### config.mk
export PLATFORM = sky130hd
export DESIGN_NAME = serial_buffer_status_flags
export DESIGN_NICKNAME = d
export VERILOG_FILES = /design/src/design/serial_buffer_status_flags.v
export VERILOG_INCLUDE_DIRS = /design/src /design/src/design
export SDC_FILE = /design/constraint.sdc
export NUM_CORES = 1
export LEC_CHECK = 0
export ABC_AREA = 1
export BUFFER_PORTS_ARGS = -buffer_cell sky130_fd_sc_hd__clkbuf_2
export CAP_MARGIN = 0
export CORE_ASPECT_RATIO = 0.7
export CORE_MARGIN = 1
export CORE_UTILIZATION = 44
export CTS_CLUSTER_SIZE = 16
export DETAILED_ROUTE_END_ITERATION = 10
export HOLD_SLACK_MARGIN = 0.02
export PLACE_DENSITY = 0.77
export SYNTH_ARGS = -nofsm -noshare
export SYNTH_HDL_FRONTEND = slang
export SYNTH_SLANG_ARGS = --single-unit
### constraint.sdc
create_clock -name pclk -period 1.2 [get_ports pclk]
set_input_delay 0.36 -clock pclk [delete_from_list [all_inputs] [get_ports pclk]]
set_output_delay 0.36 -clock pclk [all_outputs]
set_load 0.01 [all_outputs]
### src/design/serial_buffer_status_flags_defs.vh
// Overview of operation
// - Transmit-buffer-empty flag is read-only, 0 holding data, 1 empty, 1 after reset.
// - With double buffering off, the transmit-buffer-empty flag has no meaning.
// - Moving the buffered word into the transmit shifter sets transmit-buffer-empty.
// - Software writing new transmit data clears transmit-buffer-empty to zero.
// - Receive-buffer-full flag is read-only, 0 empty, 1 full; meaningless without double buffering.
// - A received word moved from shifter into the buffer sets receive-buffer-full.
// - Software reading the receive buffer clears receive-buffer-full.
// - Transmitting flag reads 1 while sending, 0 when stopped, whatever the empty flag says.
// - Transmitting 0 with empty 1 means done; with empty 0 means data waiting.
// - Writing 10 then 01 to the reset field reinitialises the three flags.
`ifndef SERIAL_BUFFER_STATUS_FLAGS_DEFS_VH
`define SERIAL_BUFFER_STATUS_FLAGS_DEFS_VH

// ----------------------------------------------------------------------------
// Register map
// ----------------------------------------------------------------------------
`define MODE_CTRL_TWO_OFFSET  12'h000
`define IRQ_STATUS_OFFSET     12'h004
`define IRQ_MASK_OFFSET       12'h008
`define TX_DATA_OFFSET        12'h00c
`define RX_DATA_OFFSET        12'h010
`define SHIFTER_OFFSET        12'h014

// ----------------------------------------------------------------------------
// Field positions of the mode control register two
// ----------------------------------------------------------------------------
`define TX_EMPTY_BIT     7
`define RX_FULL_BIT      6
`define TX_RUN_BIT       5
`define STOP_LEN_BIT     4
`define DIR_BIT          3
`define DBUF_EN_BIT      2
`define SOFT_RST_HI      1
`define SOFT_RST_LO      0

`define SOFT_RST_ARM     2'h2
`define SOFT_RST_FIRE    2'h1

// ----------------------------------------------------------------------------
// Reset values
// ----------------------------------------------------------------------------
`define MODE_CFG_RESET   4'h0
`define TX_EMPTY_RESET   1'b1
`define RX_FULL_RESET    1'b0
`define TX_RUN_RESET     1'b0

// Interrupt bits: 0 transmit buffer emptied, 1 receive buffer filled, 2 transmission ended.
`define IRQ_TX_EMPTY     0
`define IRQ_RX_FULL      1
`define IRQ_TX_DONE      2
`define IRQ_WIDTH        3

`endif

### src/design/serial_buffer_status_flags.v
`timescale 1ns/1ps
`include "serial_buffer_status_flags_defs.vh"

module serial_buffer_status_flags (
    input  wire        pclk,
    input  wire        presetn,
    input  wire        psel,
    input  wire        penable,
    input  wire        pwrite,
    input  wire [11:0] paddr,
    input  wire [31:0] pwdata,
    output reg  [31:0] prdata,
    output reg         pready,
    output reg         pslverr,
    input  wire        tx_load_shifter,
    input  wire        tx_shift_done,
    input  wire        rx_word_done,
    input  wire [7:0]  rx_shift_word,
    output reg  [7:0]  tx_shift_word,
    output reg         tx_start,
    output reg         double_buffer_enable,
    output reg         stop_len_two,
    output reg         msb_first,
    output reg         soft_reset_pulse,
    output reg         irq
);

    // ------------------------------------------------------------------------
    // Bus decode
    // ------------------------------------------------------------------------
    function addr_hit;
        input [11:0] a;
        input [11:0] off;
        begin
            addr_hit = (a == off);
        end
    endfunction

    wire setup    = psel & ~penable;
    wire wr_stb   = setup & pwrite;
    wire rd_stb   = setup & ~pwrite;
    wire hit_mod  = addr_hit(paddr, `MODE_CTRL_TWO_OFFSET);
    wire hit_sts  = addr_hit(paddr, `IRQ_STATUS_OFFSET);
    wire hit_msk  = addr_hit(paddr, `IRQ_MASK_OFFSET);
    wire hit_txd  = addr_hit(paddr, `TX_DATA_OFFSET);
    wire hit_rxd  = addr_hit(paddr, `RX_DATA_OFFSET);
    wire hit_shf  = addr_hit(paddr, `SHIFTER_OFFSET);
    wire hit_any  = hit_mod | hit_sts | hit_msk | hit_txd | hit_rxd | hit_shf;

    // ------------------------------------------------------------------------
    // State
    // ------------------------------------------------------------------------
    reg         tx_empty_q;
    reg         rx_full_q;
    reg         tx_run_q;
    reg  [1:0]  soft_rst_q;
    reg  [7:0]  tx_buf_q;
    reg  [7:0]  rx_buf_q;
    reg  [2:0]  irq_status_q;
    reg  [2:0]  irq_mask_q;

    // Writes take effect in the setup cycle, so the slave answers one cycle later.
    wire tx_write   = wr_stb & hit_txd;
    wire rx_read    = rd_stb & hit_rxd;
    wire mod_write  = wr_stb & hit_mod;
    wire soft_reset = mod_write & (soft_rst_q == `SOFT_RST_ARM) &
                      (pwdata[`SOFT_RST_HI:`SOFT_RST_LO] == `SOFT_RST_FIRE);

    // The shifter loads only on tx_load_shifter, whatever double_buffer_enable says;
    // without double buffering the empty flag still moves but carries no meaning.
    wire tx_load = tx_load_shifter & ~tx_empty_q;

    reg  [31:0] rd_mux;
    always @* begin
        rd_mux = 32'h0000_0000;
        if (hit_mod) begin
            rd_mux[`TX_EMPTY_BIT] = tx_empty_q;
            rd_mux[`RX_FULL_BIT]  = rx_full_q;
            rd_mux[`TX_RUN_BIT]   = tx_run_q;
            rd_mux[`STOP_LEN_BIT] = stop_len_two;
            rd_mux[`DIR_BIT]      = msb_first;
            rd_mux[`DBUF_EN_BIT]  = double_buffer_enable;
            rd_mux[`SOFT_RST_HI:`SOFT_RST_LO] = soft_rst_q;
        end else if (hit_sts) begin
            rd_mux[`IRQ_WIDTH-1:0] = irq_status_q;
        end else if (hit_msk) begin
            rd_mux[`IRQ_WIDTH-1:0] = irq_mask_q;
        end else if (hit_txd) begin
            rd_mux[7:0] = tx_buf_q;
        end else if (hit_rxd) begin
            rd_mux[7:0] = rx_buf_q;
        end else if (hit_shf) begin
            rd_mux[7:0] = tx_shift_word;
        end
    end

    // ------------------------------------------------------------------------
    // Bus answer
    // ------------------------------------------------------------------------
    always @(posedge pclk or negedge presetn) begin
        if (!presetn) begin
            prdata  <= 32'h0000_0000;
            pready  <= 1'b0;
            pslverr <= 1'b0;
        end else begin
            pready  <= setup;
            pslverr <= setup & ~hit_any;
            if (rd_stb) begin
                prdata <= rd_mux;
            end
        end
    end

    // ------------------------------------------------------------------------
    // Configuration and soft reset field
    // ------------------------------------------------------------------------
    always @(posedge pclk or negedge presetn) begin
        if (!presetn) begin
            double_buffer_enable <= 1'b0;
            stop_len_two         <= 1'b0;
            msb_first            <= 1'b0;
            soft_rst_q           <= 2'h0;
            soft_reset_pulse     <= 1'b0;
        end else begin
            soft_reset_pulse <= soft_reset;
            if (mod_write) begin
                double_buffer_enable <= pwdata[`DBUF_EN_BIT];
                stop_len_two         <= pwdata[`STOP_LEN_BIT];
                msb_first            <= pwdata[`DIR_BIT];
                soft_rst_q           <= pwdata[`SOFT_RST_HI:`SOFT_RST_LO];
            end
        end
    end

    // ------------------------------------------------------------------------
    // Buffer flags
    // ------------------------------------------------------------------------
    always @(posedge pclk or negedge presetn) begin
        if (!presetn) begin
            tx_empty_q    <= `TX_EMPTY_RESET;
            rx_full_q     <= `RX_FULL_RESET;
            tx_run_q      <= `TX_RUN_RESET;
            tx_buf_q      <= 8'h00;
            rx_buf_q      <= 8'h00;
            tx_shift_word <= 8'h00;
            tx_start      <= 1'b0;
        end else if (soft_reset) begin
            tx_empty_q <= `TX_EMPTY_RESET;
            rx_full_q  <= `RX_FULL_RESET;
            tx_run_q   <= `TX_RUN_RESET;
            tx_start   <= 1'b0;
        end else begin
            tx_start <= tx_load;
            if (tx_write) begin
                tx_buf_q   <= pwdata[7:0];
                tx_empty_q <= 1'b0;
            end else if (tx_load) begin
                tx_empty_q <= 1'b1;
            end
            if (tx_load) begin
                tx_shift_word <= tx_buf_q;
            end
            // A load in the same cycle as a finished word keeps the flag high, so running stays
            // visible regardless of the empty flag.
            if (tx_load) begin
                tx_run_q <= 1'b1;
            end else if (tx_shift_done) begin
                tx_run_q <= 1'b0;
            end
            // A word landing in the same cycle as the read wins, so no arrival is lost.
            if (rx_word_done) begin
                rx_buf_q  <= rx_shift_word;
                rx_full_q <= 1'b1;
            end else if (rx_read) begin
                rx_full_q <= 1'b0;
            end
        end
    end

    // ------------------------------------------------------------------------
    // Interrupts
    // ------------------------------------------------------------------------
    wire [2:0] irq_event;
    assign irq_event[`IRQ_TX_EMPTY] = tx_load;
    assign irq_event[`IRQ_RX_FULL]  = rx_word_done;
    assign irq_event[`IRQ_TX_DONE]  = tx_shift_done & tx_run_q & ~tx_load;

    wire [2:0] sts_clear = (wr_stb & hit_sts) ? pwdata[2:0] : 3'h0;

    genvar i;
    generate
        for (i = 0; i < `IRQ_WIDTH; i = i + 1) begin : g_irq
            always @(posedge pclk or negedge presetn) begin
                if (!presetn) begin
                    irq_status_q[i] <= 1'b0;
                end else if (irq_event[i]) begin
                    irq_status_q[i] <= 1'b1;
                end else if (sts_clear[i]) begin
                    irq_status_q[i] <= 1'b0;
                end
            end
        end
    endgenerate

    always @(posedge pclk or negedge presetn) begin
        if (!presetn) begin
            irq_mask_q <= 3'h0;
            irq        <= 1'b0;
        end else begin
            if (wr_stb & hit_msk) begin
                irq_mask_q <= pwdata[2:0];
            end
            irq <= |(irq_status_q & irq_mask_q);
        end
    end

endmodule

# Yosys cells after proc, flatten, opt, wreduce, memory -nomap -nowiden
# Cells that the tools add are included.
totals:
  register_bits: 51
  in_bits: 60
  output_inout_bits: 48
  elab_cells: 89
op_classes:
  n_eq_ne: 7
  muxes: 25
  bitwise_logic: 26
  reduce_logical: 11
ops:
  columns: ["op", "n"]
  rows:
  - ["2-to-1 mux 8 bit", 4]
  - ["equality test 12 x 4 -> 1 bit (second input constant)", 2]
  - ["equality test 12 x 5 -> 1 bit (second input constant)", 2]
  - ["2-to-1 mux 1 bit", 16]
  - ["bitwise AND 1 bit", 14]
  - ["equality test 12 x 3 -> 1 bit (second input constant)", 1]
  - ["logical NOT 12 bit", 1]
  - ["2-to-1 mux 5 bit", 2]
  - ["2-to-1 mux 3 bit", 3]
  - ["nonzero test 3 bit", 3]
  - ["inverter 1 bit", 6]
  - ["AND reduction 2 bit", 3]
  - ["nonzero test 2 bit", 3]
  - ["bitwise OR 1 bit", 5]
  - ["bitwise AND 3 bit", 1]
  - ["OR reduction 3 bit", 1]
  - ["equality test 2 x 1 -> 1 bit (second input constant)", 1]
  - ["equality test 2 bit (second input constant)", 1]

# Longest topological paths before layout
depth:
  depth_word: 8
  ltp_mapped: 10
  ltp_nobuf: 10

# Least setup slack after synthesis
# Ideal clock, no wire load.
synth_timing:
  path_kind: "input port to flip-flop"
  startpoint: "input paddr[10]"
  endpoint: "register tx_run_q"
  setup_ns: 0.127
  t_arrival_ns: 1.353
  required_ns: 1.073
  slack_ns: -0.280
  cell_stages: 9
  n_path_buf: 1
  cell_sequence: "inv_2 > nand4_2 > nor2_4 > nand2_4 > nor2_8 > nand4_4 > buf_6 > nand3_1 > nand2_1"
synth_between:
  elab_chain_cells: 5
  word_cells_on_any_way: 6
  cone_classes: "1 x mux; 3 x bitwise; 2 x reduce/logical"
synth_lines:
  columns: ["item", "line_no", "rtl"]
  rows:
  - ["from (decl)", "serial_buffer_status_flags.v:10", "input wire [11:0] paddr,"]
  - ["logical NOT 12 bit *", "serial_buffer_status_flags.v:35", "addr_hit = (a == off);"]
  - ["bitwise AND 1 bit *", "serial_buffer_status_flags.v:65", "wire mod_write = wr_stb & hit_mod;"]
  - ["bitwise AND 1 bit * (2 in series)", "serial_buffer_status_flags.v:66", "wire soft_reset = mod_write & (soft_rst_q == `SOFT_RST_ARM) &"]
  - ["nonzero test 3 bit (no line) or 2-to-1 mux 1 bit (tied branches)", null, null]
  - ["to (signal assigned)", "serial_buffer_status_flags.v:142", "tx_run_q <= `TX_RUN_RESET;"]
  - ["to (signal assigned)", "serial_buffer_status_flags.v:150", "tx_run_q <= `TX_RUN_RESET;"]
  - ["to (decl)", "serial_buffer_status_flags.v:55", "reg tx_run_q;"]
# Every way passes the cells marked *; elsewhere a longest branch is shown, timed or not.
# A chain may end at the register's enable or synchronous reset.

# Worst setup path in the final report
layout_timing:
  startpoint: "input paddr[5]"
  endpoint: "register irq_mask_q[0]"
layout_between:
  elab_chain_cells: 2
layout_lines:
  columns: ["item", "line_no", "rtl"]
  rows:
  - ["equality test 12 x 4 -> 1 bit", "serial_buffer_status_flags.v:35", null]
  - ["bitwise AND 1 bit", "serial_buffer_status_flags.v:210", "if (wr_stb & hit_msk) begin"]
  - ["to (signal assigned)", "serial_buffer_status_flags.v:211", "irq_mask_q <= pwdata[2:0];"]
  - ["to (decl)", "serial_buffer_status_flags.v:60", "reg [2:0] irq_mask_q;"]
# No other way between the ends.

==> results.toml <==
[setup_path]
reg2reg_from = "soft_rst_q[1]"
rrSetupSlack_ns = 0
worstRegToRegCells = 7
cp_cell_sequence = "clkbuf_2, nor2_4, nand2_2, inv_2, buf_4, nand4_1, nor2_1, nand2_2, nand2_1, o21ai_1"
crit_top_cell = "nand2_2"
crit_required_ns = 1.40
worstSetupStartpointType = "input port"
critical_path.max_fanout = 6
cp.arrival_ns = 1.46
cp_num_cells = 10
end_kind = "flip-flop"
r2r_end = "tx_shift_word[0]"
max_stage_delay_ns = 0.19
critPathSlowestCell = "nor2_1"
critPathKind = "in -> reg"
path_buf_inv = 3
path_delay_family = "simple AND/OR/NAND/NOR gates"

[pwr]
total_power_mw = 3.39
peakVddDrop_mv = 0.507
p_per_area_nw_per_um2 = 855
power.leakage_nw = 2.17

[routing]
vias = 2737
drt_iter0_markers = 212
wl_per_cell_um = 15.0
ant_nets = 0
wirelength_um = 8140
viasPerCell = 5.03
dr.pass1.iters = 4
drc = 0

[min_path]
min_to = "tx_buf_q[6]"
min_path_cells = 3
holdCritStartpoint = "pwdata[6]"
hold_path.class = "in -> reg"

[run_status]
violations = "negative setup slack"
status = "complete, but fails checks"

[finish]
num-nets-final = 528
most-common-layout-cells = "nand2_1, buf_4, dfrtp_1, clkbuf_2, nand3_1"
stdcell_count = 544
syn_to_final_growth_pct = 48.2
finalInstanceArea_um2 = 3970
diodes = 0
layout_commonest_cell = "nand2_1"
final_core_util_pct = 68.6
drive_gt1_share_pct = 44.1

[die]
die_width_um = 95.3
core.rowCount = 23
dieArea_um2 = 6410
start_util_pct = 46.3
design.core.area_um2 = 5780
io_pins = 108
die_h_um = 67.3

[timing]
finalCriticalPeriod_ns = 1.27
whs_ns = 0.247
fin_ws_ns = -0.0657
setup_violations = 38
final_max_slew_viol_count = 0
fin_worst_skew_ns = 0.00688
final.period_utilization_pct = 105
rsz0062_at_grt = "yes"
finalHoldViolations = 0
fmax_ghz = 0.790
setup_tns_ns = -0.987

[cts]
cts_tree = "built"
ctsHtreeMaxLevel = 2
cts_buffers = 5
clock-root-buffer = "clkbuf_8"
path_clk_slew_ns = 0.09
insertion_delay_ns = 0.31
cts_buffer_depth = 2
clock_sinks = 51

[global_routing]
grt_use_met1_pct = 33.6
grt_usage_pct = 25.3
grt_max_degree = 21
top_usage_layer = "met2"
antenna_found_initial = 0
grt_pass1_vias = 2510
grt_use_met3_pct = 7.77
grt_util_met2_pct = 40.4
grt_overflow = 0
grt_pass1_wl_um = 12000

[placement]
placed_cell_area_um2 = 3370
numPortBuffers = 59
gp_congestion = 0.881
place_ws_ns = -0.469
placed_cells = 512
dp_hpwl_um = 5420

[logic_synthesis]
synth_warnings = 0
ys_seq_area_share_pct = 47.7
ys_ff_latch = 51
syn_inst = 339
syn_area_um2 = 2680
yosysUniqueCellTypes = 26
syn_avg_cell_area_um2 = 7.90

[job]
maxCapViolCount = 0
-- metal layers --
metal	wire length (µm)	vias to the layer above
met1	3320	1301
met3	815	23
met2	3810	122
met5	0	-
met4	193	0
li1	-	1291
-- timing repair --
action,4_1_cts,5_1_grt
hold buffers,1,0
gates resized for setup,6,74
setup buffers,15,8
setup endpoints to repair,41,63
pin swaps,8,45
hold endpoints to repair,6,0
-- worst reg2reg max path, delay by kind of cell, from the launching register on --
family        cells  cell delay (ns)
buf+inv           3             0.38
flops             1             0.36
simple gates      4             0.37
-- power by group --
part / leakage (nW) / switching, mW / total [mW] / internal [mW]
registers: 0.671 / 0.0280 / 1.78 / 1.75
logic: 1.44 / 0.242 / 0.409 / 0.167
clock network: 0.0581 / 0.581 / 1.20 / 0.621
-- registers in the layout (all words and copies together) (netlist names), 2 cells and up --
register and cells:
tx_buf_q 8, prdata 8, soft_rst_q 2, irq_mask_q 3
rx_buf_q 8, tx_shift_word 8, irq_status_q 3
-- cell type report --
cell class / instances / area, µm²
fillers: 435 / 1820
multi-input cells: 253 / 1400
flip-flops and latches: 51 / 1280
repair buffers: 127 / 962
inverters: 30 / 128
well taps: 75 / 93.8
clock buffers: 5 / 68.8
clock inverters: 3 / 43.8
-- kinds of logic after synthesis --
group | Yosys count | synth area share (%)
flops | 51 | 47.7
buf+inv | 58 | 11.9
simple gates | 208 | 35.5
compound gates | 21 | 4.76
other cells | 1 | 0.140
-- how the worst max path moves through the flow --
| stage | startpoint | end | slack, ns |
|---|---|---|---|
| floorplan | paddr[1] | tx_run_q | -0.27 |
| CTS | paddr[10] | tx_shift_word[0] | -0.03 |
| detailed placement | paddr[10] | tx_shift_word[0] | -0.47 |
| finish | paddr[5] | irq_mask_q[0] | -0.07 |
| global route | paddr[11] | irq_mask_q[0] | -0.18 |
| global placement | paddr[10] | rx_buf_q[3] | -0.40 |
-- synth_stat cells, drive strengths merged --
library cell	n	share of area, %
o21ai	20	4.6
nand2	122	18
nor2	28	5.6
a21oi	1	0.19
dfrtp	50	47
dfstp	1	0.98
inv	30	4.2
buf	28	7.7
nor3	5	0.93
nand4	9	2.9
conb	1	0.14
nand3	44	8.4
No activity file was read; power rests on OpenSTA's default activity.
